<file path="src/rtl/can_stf_pkg.sv">
package can_stf_pkg;

    // ------------------------------------------------------------
    // Register map (byte addresses, one 32-bit word each)
    // ------------------------------------------------------------
    localparam int ADDR_W = 8;
    localparam logic [7:0] OFF_ERROR_COUNT_STATE = 8'h00;
    localparam logic [7:0] OFF_FIFO_INTERRUPT_PENDING = 8'h04;
    localparam logic [7:0] OFF_RX_FIFO_OVERFLOW_PENDING = 8'h08;
    localparam logic [7:0] OFF_TIMESTAMP_TIMER = 8'h0c;
    localparam logic [7:0] OFF_FILTER_CONTROL_TWO = 8'h10;
    localparam logic [7:0] OFF_IRQ_STATUS = 8'h14;
    localparam logic [7:0] OFF_IRQ_CLEAR = 8'h18;
    localparam logic [7:0] OFF_IRQ_ENABLE = 8'h1c;

    // ------------------------------------------------------------
    // Field positions
    // ------------------------------------------------------------
    localparam int BIT_TX_BUS_OFF = 21;
    localparam int BIT_TX_PASSIVE = 20;
    localparam int BIT_RX_PASSIVE = 19;
    localparam int BIT_TX_WARNING = 18;
    localparam int BIT_RX_WARNING = 17;
    localparam int BIT_ANY_WARNING = 16;
    localparam int TX_CNT_LSB = 8;
    localparam int RX_CNT_LSB = 0;
    localparam int TS_COUNT_LSB = 16;
    localparam int TS_PRESCALE_LSB = 0;
    localparam int FILTER_NINE_LSB = 8;
    localparam int FILTER_EIGHT_LSB = 0;
    localparam int FLT_ENABLE_BIT = 7;
    localparam int FLT_MASK_LSB = 5;
    localparam int FLT_FIFO_LSB = 0;

    // ------------------------------------------------------------
    // Fault-confinement thresholds and steps
    // ------------------------------------------------------------
    localparam logic [8:0] TX_BUS_OFF_LEVEL = 9'h100;
    localparam logic [8:0] PASSIVE_LEVEL = 9'h080;
    localparam logic [8:0] WARNING_LEVEL = 9'h060;
    localparam logic [8:0] TX_ERROR_STEP = 9'h008;
    localparam logic [8:0] RX_PRIMARY_STEP = 9'h008;
    localparam logic [8:0] RX_ERROR_STEP = 9'h001;
    localparam logic [8:0] RX_RECOVER_VALUE = 9'h077;
    localparam logic [8:0] RX_CNT_MAX = 9'h0ff;
    localparam logic [7:0] CNT_DISPLAY_MAX = 8'hff;

    // ------------------------------------------------------------
    // Interrupt event bits
    // ------------------------------------------------------------
    localparam int IRQ_W = 6;
    localparam int EV_TX_BUS_OFF = 0;
    localparam int EV_TX_PASSIVE = 1;
    localparam int EV_RX_PASSIVE = 2;
    localparam int EV_WARNING = 3;
    localparam int EV_OVERFLOW = 4;
    localparam int EV_TS_WRAP = 5;

    // Timer constants
    localparam logic [15:0] TS_ONE = 16'h0001;
    localparam logic [15:0] TS_MAX = 16'hffff;

endpackage

</file>
<file path="src/rtl/ts_link_if.sv">
// Carries the timestamp timer controls and state between the register
// block and the timer module.
interface ts_link_if;
    logic capture_enable;
    logic load;
    logic [31:0] load_value;
    logic [15:0] timestamp_count;
    logic [15:0] timestamp_prescale;
    logic wrap;

    modport ctrl (
        output capture_enable,
        output load,
        output load_value,
        input timestamp_count,
        input timestamp_prescale,
        input wrap
    );

    modport timer (
        input capture_enable,
        input load,
        input load_value,
        output timestamp_count,
        output timestamp_prescale,
        output wrap
    );
endinterface

</file>
<file path="src/rtl/can_ts_timer.sv">
module can_ts_timer (
    // Clock and reset
    input wire logic clk_sys,
    input wire logic rst,
    // Link to register block
    ts_link_if.timer link
);
    import can_stf_pkg::*;

    typedef struct packed {
        logic [15:0] pre_cnt;
        logic [15:0] count;
        logic [15:0] prescale;
    } ts_state_type;

    ts_state_type state;
    ts_state_type next_state;
    logic tick;

    // ------------------------------------------------------------
    // Prescaler period: zero behaves as one clock
    // ------------------------------------------------------------
    function automatic logic [15:0] last_pre(input logic [15:0] pre);
        last_pre = (pre == '0) ? '0 : pre - TS_ONE;
    endfunction

    // Next-state logic
    always_comb begin
        next_state = state;
        tick = 1'b0;
        if (link.load) begin
            // Software write restarts the prescaler, loads count and prescale setting
            next_state.pre_cnt = '0;
            next_state.count = link.load_value[TS_COUNT_LSB +: 16];
            next_state.prescale = link.load_value[TS_PRESCALE_LSB +: 16];
        end else if (link.capture_enable) begin
            if (state.pre_cnt >= last_pre(state.prescale)) begin
                tick = 1'b1;
                next_state.pre_cnt = '0;
                next_state.count = state.count + TS_ONE;
            end else begin
                next_state.pre_cnt = state.pre_cnt + TS_ONE;
            end
        end
        // Capture disabled: everything holds
    end

    // State register
    always_ff @(posedge clk_sys or posedge rst) begin
        if (rst) begin
            state <= '0;
        end else begin
            state <= next_state;
        end
    end

    assign link.timestamp_count = state.count;
    assign link.timestamp_prescale = state.prescale;
    assign link.wrap = tick && (state.count == TS_MAX); // Counter rolls over
endmodule

</file>
<file path="src/rtl/can_status_timer_filter_ctrl.sv">
// The address map and the plain strobed port were decided locally.
module can_status_timer_filter_ctrl (
    // Clock and reset
    input wire logic clk_sys,
    input wire logic rst,
    // Register port
    input wire logic [can_stf_pkg::ADDR_W-1:0] reg_addr,
    input wire logic [31:0] reg_wdata,
    input wire logic reg_write,
    input wire logic reg_read,
    output logic [31:0] reg_rdata,
    // Protocol engine fault events
    input wire logic tx_error_event,
    input wire logic tx_success_event,
    input wire logic rx_error_event,
    input wire logic rx_primary_error_event,
    input wire logic rx_success_event,
    input wire logic bus_off_recovered,
    // FIFO state from message buffers
    input wire logic [31:0] fifo_irq_pending_in,
    input wire logic [31:0] rx_fifo_overflow_in,
    // Capture enable from the main control register
    input wire logic timestamp_capture_enable,
    // Fault-confinement state to the protocol engine
    output logic tx_bus_off_flag,
    output logic tx_error_passive_flag,
    output logic rx_error_passive_flag,
    output logic any_warning_flag,
    // Timestamp to the receive path
    output logic [15:0] timestamp_count,
    // Filter setup to the acceptance logic
    output logic filter_nine_enable,
    output logic [1:0] filter_nine_mask_select,
    output logic [4:0] filter_nine_fifo_select,
    output logic filter_eight_enable,
    output logic [1:0] filter_eight_mask_select,
    output logic [4:0] filter_eight_fifo_select,
    // Interrupt
    output logic irq
);
    import can_stf_pkg::*;

    // ------------------------------------------------------------
    // State
    // ------------------------------------------------------------
    typedef struct packed {
        logic [8:0] tx_err;
        logic [8:0] rx_err;
        logic [31:0] fifo_ip;
        logic [31:0] rx_ovf;
        logic [7:0] filter_nine;
        logic [7:0] filter_eight;
        logic [IRQ_W-1:0] irq_status;
        logic [IRQ_W-1:0] irq_enable;
        logic [3:0] prev_state;
        logic [31:0] rdata;
    } ctrl_state_type;

    ctrl_state_type state;
    ctrl_state_type next_state;

    ts_link_if ts_link ();

    logic tx_bo;
    logic tx_bp;
    logic rx_bp;
    logic tx_warn;
    logic rx_warn;
    logic warn_any;
    logic [31:0] error_word;
    logic [31:0] timer_word;
    logic [31:0] filter_word;
    logic [IRQ_W-1:0] events;
    logic [3:0] cur_state;
    logic wr_timer;

    // ------------------------------------------------------------
    // Helpers
    // ------------------------------------------------------------

    // Saturating add, keeps a counter from wrapping back to zero
    function automatic logic [8:0] sat_add(input logic [8:0] val, input logic [8:0] step,
                                           input logic [8:0] limit);
        logic [9:0] sum;
        sum = {1'b0, val} + {1'b0, step};
        sat_add = (sum > {1'b0, limit}) ? limit : sum[8:0];
    endfunction

    // Decrement that stops at zero
    function automatic logic [8:0] sat_dec(input logic [8:0] val);
        sat_dec = (val == '0) ? '0 : val - 9'h001;
    endfunction

    // Warning band: at least the warning level, below passive
    function automatic logic in_warning(input logic [8:0] val);
        in_warning = (val >= WARNING_LEVEL) && (val < PASSIVE_LEVEL);
    endfunction

    // Counter view for software; bus-off count shows as full scale
    function automatic logic [7:0] count_view(input logic [8:0] val);
        count_view = val[8] ? CNT_DISPLAY_MAX : val[7:0];
    endfunction

    // Filter byte update: enable always writable, rest only while off
    function automatic logic [7:0] filter_write(input logic [7:0] cur, input logic [7:0] wr);
        logic [7:0] res;
        res = cur;
        res[FLT_ENABLE_BIT] = wr[FLT_ENABLE_BIT];
        if (!cur[FLT_ENABLE_BIT]) begin
            res[FLT_ENABLE_BIT-1:0] = wr[FLT_ENABLE_BIT-1:0];
        end
        filter_write = res;
    endfunction

    // ------------------------------------------------------------
    // Fault-confinement flags, decoded straight from the counters
    // ------------------------------------------------------------
    assign tx_bo = state.tx_err >= TX_BUS_OFF_LEVEL;
    assign tx_bp = state.tx_err >= PASSIVE_LEVEL;
    assign rx_bp = state.rx_err >= PASSIVE_LEVEL;
    assign tx_warn = in_warning(state.tx_err);
    assign rx_warn = in_warning(state.rx_err);
    assign warn_any = tx_warn || rx_warn;

    // Readable words
    always_comb begin
        error_word = '0;
        error_word[BIT_TX_BUS_OFF] = tx_bo;
        error_word[BIT_TX_PASSIVE] = tx_bp;
        error_word[BIT_RX_PASSIVE] = rx_bp;
        error_word[BIT_TX_WARNING] = tx_warn;
        error_word[BIT_RX_WARNING] = rx_warn;
        error_word[BIT_ANY_WARNING] = warn_any;
        error_word[TX_CNT_LSB +: 8] = count_view(state.tx_err);
        error_word[RX_CNT_LSB +: 8] = state.rx_err[7:0];
        timer_word = '0;
        timer_word[TS_COUNT_LSB +: 16] = ts_link.timestamp_count;
        timer_word[TS_PRESCALE_LSB +: 16] = ts_link.timestamp_prescale;
        filter_word = '0;
        filter_word[FILTER_NINE_LSB +: 8] = state.filter_nine;
        filter_word[FILTER_EIGHT_LSB +: 8] = state.filter_eight;
    end

    // ------------------------------------------------------------
    // Interrupt events: entry into bus-off, either passive state or any warning, new overflow,
    // timer wrap. Edge detection keeps a lingering state from
    // re-raising the flag right after software clears it.
    // ------------------------------------------------------------
    assign cur_state = {warn_any, rx_bp, tx_bp, tx_bo};

    always_comb begin
        events = '0;
        events[EV_TX_BUS_OFF] = tx_bo && !state.prev_state[0];
        events[EV_TX_PASSIVE] = tx_bp && !state.prev_state[1];
        events[EV_RX_PASSIVE] = rx_bp && !state.prev_state[2];
        events[EV_WARNING] = warn_any && !state.prev_state[3];
        events[EV_OVERFLOW] = |(rx_fifo_overflow_in & ~state.rx_ovf);
        events[EV_TS_WRAP] = ts_link.wrap;
    end

    // ------------------------------------------------------------
    // Timer link
    // ------------------------------------------------------------
    assign wr_timer = reg_write && (reg_addr == OFF_TIMESTAMP_TIMER);
    assign ts_link.capture_enable = timestamp_capture_enable;
    assign ts_link.load = wr_timer;
    assign ts_link.load_value = reg_wdata;

    can_ts_timer u_timer (
        .clk_sys(clk_sys),
        .rst(rst),
        .link(ts_link.timer)
    );

    // ------------------------------------------------------------
    // Next-state logic
    // ------------------------------------------------------------
    always_comb begin
        next_state = state;

        // Transmit counter; bus-off holds until recovery
        if (bus_off_recovered) begin
            next_state.tx_err = '0;
        end else if (!tx_bo) begin
            if (tx_error_event) begin
                next_state.tx_err = sat_add(state.tx_err, TX_ERROR_STEP, TX_BUS_OFF_LEVEL);
            end else if (tx_success_event) begin
                next_state.tx_err = sat_dec(state.tx_err);
            end
        end

        // Receive counter; success at or above passive drops into range
        if (bus_off_recovered) begin
            next_state.rx_err = '0;
        end else if (rx_primary_error_event) begin
            next_state.rx_err = sat_add(state.rx_err, RX_PRIMARY_STEP, RX_CNT_MAX);
        end else if (rx_error_event) begin
            next_state.rx_err = sat_add(state.rx_err, RX_ERROR_STEP, RX_CNT_MAX);
        end else if (rx_success_event) begin
            if (state.rx_err >= PASSIVE_LEVEL) begin
                next_state.rx_err = RX_RECOVER_VALUE;
            end else begin
                next_state.rx_err = sat_dec(state.rx_err);
            end
        end

        // FIFO summaries sampled every clock
        next_state.fifo_ip = fifo_irq_pending_in;
        next_state.rx_ovf = rx_fifo_overflow_in;
        next_state.prev_state = cur_state;

        // Register writes; read-only words ignore writes
        if (reg_write) begin
            case (reg_addr)
                OFF_FILTER_CONTROL_TWO: begin
                    next_state.filter_nine = filter_write(state.filter_nine,
                                                          reg_wdata[FILTER_NINE_LSB +: 8]);
                    next_state.filter_eight = filter_write(state.filter_eight,
                                                           reg_wdata[FILTER_EIGHT_LSB +: 8]);
                end
                OFF_IRQ_ENABLE: begin
                    next_state.irq_enable = reg_wdata[IRQ_W-1:0];
                end
                default: begin
                end
            endcase
        end

        // Sticky status: write-one clears, a new event wins
        if (reg_write && (reg_addr == OFF_IRQ_CLEAR)) begin
            next_state.irq_status = (state.irq_status & ~reg_wdata[IRQ_W-1:0]) | events;
        end else begin
            next_state.irq_status = state.irq_status | events;
        end

        // Read data stand in the cycle after the strobe only
        next_state.rdata = '0;
        if (reg_read) begin
            case (reg_addr)
                OFF_ERROR_COUNT_STATE: next_state.rdata = error_word;
                OFF_FIFO_INTERRUPT_PENDING: next_state.rdata = state.fifo_ip;
                OFF_RX_FIFO_OVERFLOW_PENDING: next_state.rdata = state.rx_ovf;
                OFF_TIMESTAMP_TIMER: next_state.rdata = timer_word;
                OFF_FILTER_CONTROL_TWO: next_state.rdata = filter_word;
                OFF_IRQ_STATUS: next_state.rdata = {{(32-IRQ_W){1'b0}}, state.irq_status};
                OFF_IRQ_ENABLE: next_state.rdata = {{(32-IRQ_W){1'b0}}, state.irq_enable};
                default: next_state.rdata = '0; // Unmapped and clear register read zero
            endcase
        end
    end

    // State register
    always_ff @(posedge clk_sys or posedge rst) begin
        if (rst) begin
            state <= '0;
        end else begin
            state <= next_state;
        end
    end

    // ------------------------------------------------------------
    // Outputs
    // ------------------------------------------------------------
    assign reg_rdata = state.rdata;
    assign tx_bus_off_flag = tx_bo;
    assign tx_error_passive_flag = tx_bp;
    assign rx_error_passive_flag = rx_bp;
    assign any_warning_flag = warn_any;
    assign timestamp_count = ts_link.timestamp_count;
    assign filter_nine_enable = state.filter_nine[FLT_ENABLE_BIT];
    assign filter_nine_mask_select = state.filter_nine[FLT_MASK_LSB +: 2];
    assign filter_nine_fifo_select = state.filter_nine[FLT_FIFO_LSB +: 5];
    assign filter_eight_enable = state.filter_eight[FLT_ENABLE_BIT];
    assign filter_eight_mask_select = state.filter_eight[FLT_MASK_LSB +: 2];
    assign filter_eight_fifo_select = state.filter_eight[FLT_FIFO_LSB +: 5];
    assign irq = |(state.irq_status & state.irq_enable); // Level while any enabled bit set
endmodule

</file>
<file path="config.mk">
export PLATFORM = sky130hd
export DESIGN_NAME = can_status_timer_filter_ctrl
export DESIGN_NICKNAME = d
export VERILOG_FILES = /design/src/rtl/can_stf_pkg.sv /design/src/rtl/ts_link_if.sv /design/src/rtl/can_ts_timer.sv /design/src/rtl/can_status_timer_filter_ctrl.sv
export SDC_FILE = /design/constraint.sdc
export NUM_CORES = 1
export LEC_CHECK = 0
export ABC_AREA = 1
export BUFFER_PORTS_ARGS = -buffer_cell sky130_fd_sc_hd__buf_2
export CAP_MARGIN = 5
export CORE_UTILIZATION = 45
export CTS_CLUSTER_DIAMETER = 120
export CTS_CLUSTER_SIZE = 40
export DETAILED_ROUTE_END_ITERATION = 10
export PLACE_DENSITY = 0.67
export REMOVE_ABC_BUFFERS = 1
export SYNTH_ARGS = -nofsm -noshare
export SYNTH_HDL_FRONTEND = slang
export SYNTH_HIERARCHICAL = 1
export SYNTH_SLANG_ARGS = --single-unit
</file>
<file path="constraint.sdc">
create_clock -name clk_sys -period 4.73 [get_ports clk_sys]
set_input_delay 0.2365 -clock clk_sys [delete_from_list [all_inputs] [get_ports clk_sys]]
set_output_delay 0.2365 -clock clk_sys [all_outputs]
set_load 0.05 [all_outputs]
</file>
======== Yosys cells after proc, flatten, opt, wreduce, memory -nomap -nowiden ========
Index checks and enable logic that the tools add are counted.
storage, ports and cells
  bits in registers ....................... 194
  bits of input ports ..................... 115
cells by class
  bitwise logic cells ..................... 9
  eq/ne operators ......................... 9
  muxes and demuxes ....................... 26
  add/sub/neg operators ................... 8
  reductions and logical operators ........ 30
  $lt $le $gt $ge ......................... 11
operators with widths
  operator               count
  $pmux 32 s7            1
  $mux 9                 14
  $mux 32                3
  $mux 16                3
  $add 16x1->16 const B  2
  $and 32x32->32         1
  $eq 8x5->1 const B     4
  $not 32->32            1
  $reduce_or 32->1       1
  $add 9x4->10 const B   2
  $gt 10x8->1 const B    2
  $ge 9x7->1 const B     2
  $ge 9x8->1 const B     2
  $logic_not 9->1        2
  $lt 9x8->1 const B     2
  $sub 9x1->9 const B    2
  $eq 16x16->1 const B   1
  $eq 8x4->1 const B     2
  $ge 16x16->1           1
  $logic_not 16->1       1
  $sub 16x1->16 const B  1
  $and 6x6->6            2
  $or 6x6->6             2
  $add 9x1->10 const B   1
  19 further kinds       38

======== Depth between registers and ports, before layout ========
  depth after elaboration ................. 9
  gate-level depth with buffers ........... 21
  mapped depth without buffers ............ 21

======== By module ========
The synthesis kept the hierarchy.
by module, submodules not included
  module                        instances  cells each  sequential area each (µm²)  area an instance (µm²)
  can_status_timer_filter_ctrl  1          958         3653.5                      7639.8
  can_ts_timer                  1          542         1201.2                      3778.6

======== Worst setup path before layout ========
No wires, ideal clock.
  kind .................................... register to register
  start ................................... reg u_timer.state (netlist bit u_timer/link.timestamp_prescale[0])
  end ..................................... reg u_timer.state (netlist bit u_timer/link.timestamp_count[7])
  setup time .............................. 0.117 ns
  clock period less this slack ............ 2.569 ns
  arrival ................................. 2.452 ns
  setup slack ............................. 2.161 ns
  stages on the path, launching flop included .. 19
  cells stage by stage .................... dfrtp_1 -> inv_1 -> ha_1 -> inv_1 -> nor2_1 -> inv_1 -> nor2_4 -> inv_2 -> o21ai_0 -> nand3_1 -> ha_1 -> nand2_1 -> nor4_2 -> nand2_1 -> nand3_4 -> nand2_4 -> buf_6 -> nand2_1 -> nand2_1
between the ends
  word-level cells in the longest chain between the ends .. 5
  elaborated cells between the ends (all ways) .. 6
  those cells by class .................... add/sub: 1; order compare: 1; mux: 1; reduce/logical: 3
ends and longest elaborated chain
  item                                               RTL line            text
  from (decl)                                        can_ts_timer.sv:16  ts_state_type state;
  from (signal assigned)                             can_ts_timer.sv:53  state <= next_state;
  $sub 16x1->16 or $logic_not 16->1 (tied branches)  can_ts_timer.sv:24  last_pre = (pre == '0) ? '0 : pre - TS_ONE;
  $mux 16 *                                          can_ts_timer.sv:24
  $ge 16x16->1 *                                     can_ts_timer.sv:37  if (state.pre_cnt >= last_pre(state.prescale)) begin
  $reduce_bool 2->1 (no source line) *               n/a
  $reduce_and 2->1 (no source line) *                n/a
Mark *: on every way between the ends. The rest lies on a longest branch, timed or not.
A chain may end at the register's enable or synchronous reset.

======== Worst setup path in the final report ========
  start ................................... reg u_timer.state (netlist bit u_timer/link.timestamp_prescale[0])
  end ..................................... reg u_timer.state (netlist bit u_timer/link.timestamp_count[12])
The elaborated chain is that of the path after synthesis.

==> flow_metrics.tcl <==
set metrics [dict create \
    status "finished clean" \
    num_vias 10400 \
    fin_util 0.537 \
    grt_usage 0.266 \
    setup_viol 0 \
    cts_max_level 4 \
    cts_buffer_depth 2 \
    cts_hold_buf 65 \
    drv_cap 0 \
    netlist_instances 1500 \
    fp.dieW_um 161 \
    wl_um 34000 \
    p_int_uw 2940 \
    drv_slew 0 \
    critical_path.max_fanout 18 \
    ios 184 \
    drtAntennaViolNets 0 \
    clkSinkCount 194 \
    critPathArrivalTime_ns 3.53 \
    rsz0062_at_grt "false" \
    min_period_ns 3.14 \
    p_sw_uw 1530 \
    async_flop_share 1.00 \
    hold_ws_ns 0.0440 \
    power_leakage_uw 0.00694 \
    wl_per_cell_um 17.1 \
    via_per_inst 5.25 \
    cts_tree "done" \
    hold_violations 0 \
    die_h_um 161 \
    synth_seq_area_share 0.425 \
    multi_input_area_sq_um 5060 \
    use_met1 0.364 \
    ys_ff_latch 194 \
    die_area_sq_um 26000 \
    path_class "register to register" \
    p_seq_frac 0.436 \
    pwr-share-comb 0.218 \
    core-area_sq_um 24600 \
    fin_setup_tns_ns 0 \
    fillerInstances 2319 \
    critPathRequiredTime_ns 5.12 \
    grt_max_degree 54 \
    drtPass1Iterations 5 \
    gp_congestion 0.993 \
    num_rows 57 \
    totalPowerFinal_uw 4470 \
    met3_usage 0.0550 \
    p_per_area_nw_per_um2 338 \
    swShare 0.342 \
    initial_core_util 0.464 \
    clk-insertion-delay-late_ns 0.45 \
    cp-end-kind "register" \
    clkSlewWorstSetupHoldPaths_ns 0.08 \
    relSlewSlack 0.268 \
    ff_latch_area_sq_um 4850 \
    antenna_found_initial 0 \
    peakVddDrop_mv 0.197 \
    postPlaceCellArea_sq_um 11900 \
    p_clk_frac 0.346 \
    drive_gt1_frac 0.174 \
    fin_nets 1796 \
    yosys_warnings 6 \
    overflow 0 \
    tightest_slew_ns 1.09 \
    hpwl_um 24800 \
    antenna_cells 0 \
    numCtsBuffers 17 \
    fin_area_sq_um 13200 \
    post_cts_resized 0 \
    avgSynthCellArea_sq_um 7.61 \
    worst_setup_path_start_kind "register" \
    timing.final.crit_share 0.664 \
    drc_errors 0 \
    synthFlopType "dfrtp_1" \
    busiest_layer "met2" \
    grt_pass1_vias 9908 \
    min_path_type "input port to register" \
    fmax_mhz 318 \
    grt_use_met2 0.421 \
    root_buffer "clkbuf_16" \
    cts_setup_buffers 0 \
    netlist_area_sq_um 11400 \
    port_buffers 183 \
    clock_skew_ns 0.0142 \
    synth_edf_count 0 \
    areaGrowthSynthToFinish_pct 15.7 \
    grt_pass1_wl_um 53600 \
    synth_cell_type_count 46 \
    drtIter0Drc 802 \
]
stage by stage:
step	setup WS (ns)	instances
floorplan	0.395	1373
global placement	1.78	1889
detailed placement	1.73	1889
CTS	1.63	1986
global route	1.31	1986
finish	1.59	1986
flip-flops by register name, summed over array words and instances, names as in the netlist, 2 cells and up:
name and flops:
u_timer/state 16, u_timer/link.timestamp_count 16, filter_eight_fifo_select 5, filter_eight_mask_select 2
u_timer/link.timestamp_prescale 16, filter_nine_mask_select 2, error_word 8, reg_rdata 32
filter_nine_fifo_select 5, state 90
critical path: stages, from the launching register on:
cell	delay [ns]
dfrtp_1	0.40
inv_1	0.13
ha_1	0.21
nand2_1	0.10
nor4_2	0.36
nand2_1	0.33
o21ai_0	0.17
ha_1	0.26
nand2_1	0.07
inv_1	0.04
nor2_1	0.08
o21a_1	0.13
nand2_1	0.07
nand2_1	0.13
nand3_4	0.22
nand2_4	0.27
nand2_1	0.08
nand2_1	0.06
layout by cell type, fill, tap and decap left out, types with 12 or more instances in the layout:
cell	n
nand2_1	415
ha_1	32
dfrtp_1	194
o21ai_0	83
nand4_1	21
inv_2	12
nand3_1	184
buf_2	183
clkbuf_16	17
nand2_2	12
xor2_1	19
dlygate4sd3_1	65
inv_1	150
nor2_1	107
a21oi_1	45
layout make-up:
class / count / share of cell area
inverters: 165 / 0.0472
flip-flops and latches: 194 / 0.367
clock inverters: 15 / 0.0157
repair buffers: 257 / 0.124
multi-input cells: 1014 / 0.383
well taps: 324 / 0.0307
clock buffers: 17 / 0.0322
power by group through the flow:
| stage | logic (uW) | registers, uW | clock network [uW] |
|---|---|---|---|
| 5_1_grt | 1090 | 1970 | 1640 |
| 3_3_place_gp | 907 | 1970 | 0 |
| 6_report | 973 | 1950 | 1550 |
| 3_5_place_dp | 921 | 1970 | 0 |
| 2_1_floorplan | 635 | 1960 | 0 |
| 4_1_cts | 967 | 1940 | 1580 |
kinds of logic (layout without fill, tap and decap cells):
| group | after synthesis | in the layout | synth area share |
|---|---|---|---|
| flops | 194 | 194 | 0.425 |
| xor+xnor | 27 | 27 | 0.0207 |
| simple gates | 784 | 784 | 0.305 |
| fa+ha+maj | 32 | 32 | 0.0351 |
| buf+inv | 292 | 454 | 0.133 |
| compound gates | 171 | 171 | 0.0815 |
worst paths after layout:
kind | startpoint | to | slack, ns | cells after the start
min | reg_wdata[2] | u_timer/link.timestamp_prescale[2]$_DFFE_PP0P_ | 0.04 | 3
min reg2reg | state[32]$_DFF_PP0_ | state[42]$_DFF_PP0_ | 0.42 | 1
max in group asynchronous | rst | state[98]$_DFF_PP0_ | 3.34 | 4
max | u_timer/link.timestamp_prescale[0]$_DFFE_PP0P_ | u_timer/link.timestamp_count[12]$_DFFE_PP0P_ | 1.59 | 17
min in group asynchronous | rst | reg_rdata[24]$_DFF_PP0_ | 0.34 | 3
max reg2reg | u_timer/link.timestamp_prescale[0]$_DFFE_PP0P_ | u_timer/link.timestamp_count[12]$_DFFE_PP0P_ | 1.59 | 17
routing by layer:
layer,vias up,share of wire
met2,426,0.46
met3,45,0.077
met1,4926,0.44
met5,-,0
li1,5039,-
met4,0,0.026
Yosys cell counts (all sizes together), types with 5 or more instances:
master	n	area (sq um)
ha	32	400
dfrtp	194	4850
buf	119	865
nor2	124	549
clkbuf	8	31.3
nor3	7	61.3
nand4	21	131
xor2	19	166
nor4	6	50.0
nand2	429	1660
nand3	188	968
xnor2	8	70.1
nand3b	5	37.5
a21oi	46	234
o22ai	10	62.6
inv	163	612
o21ai	100	523
Power figures use the tool's default switching activity.
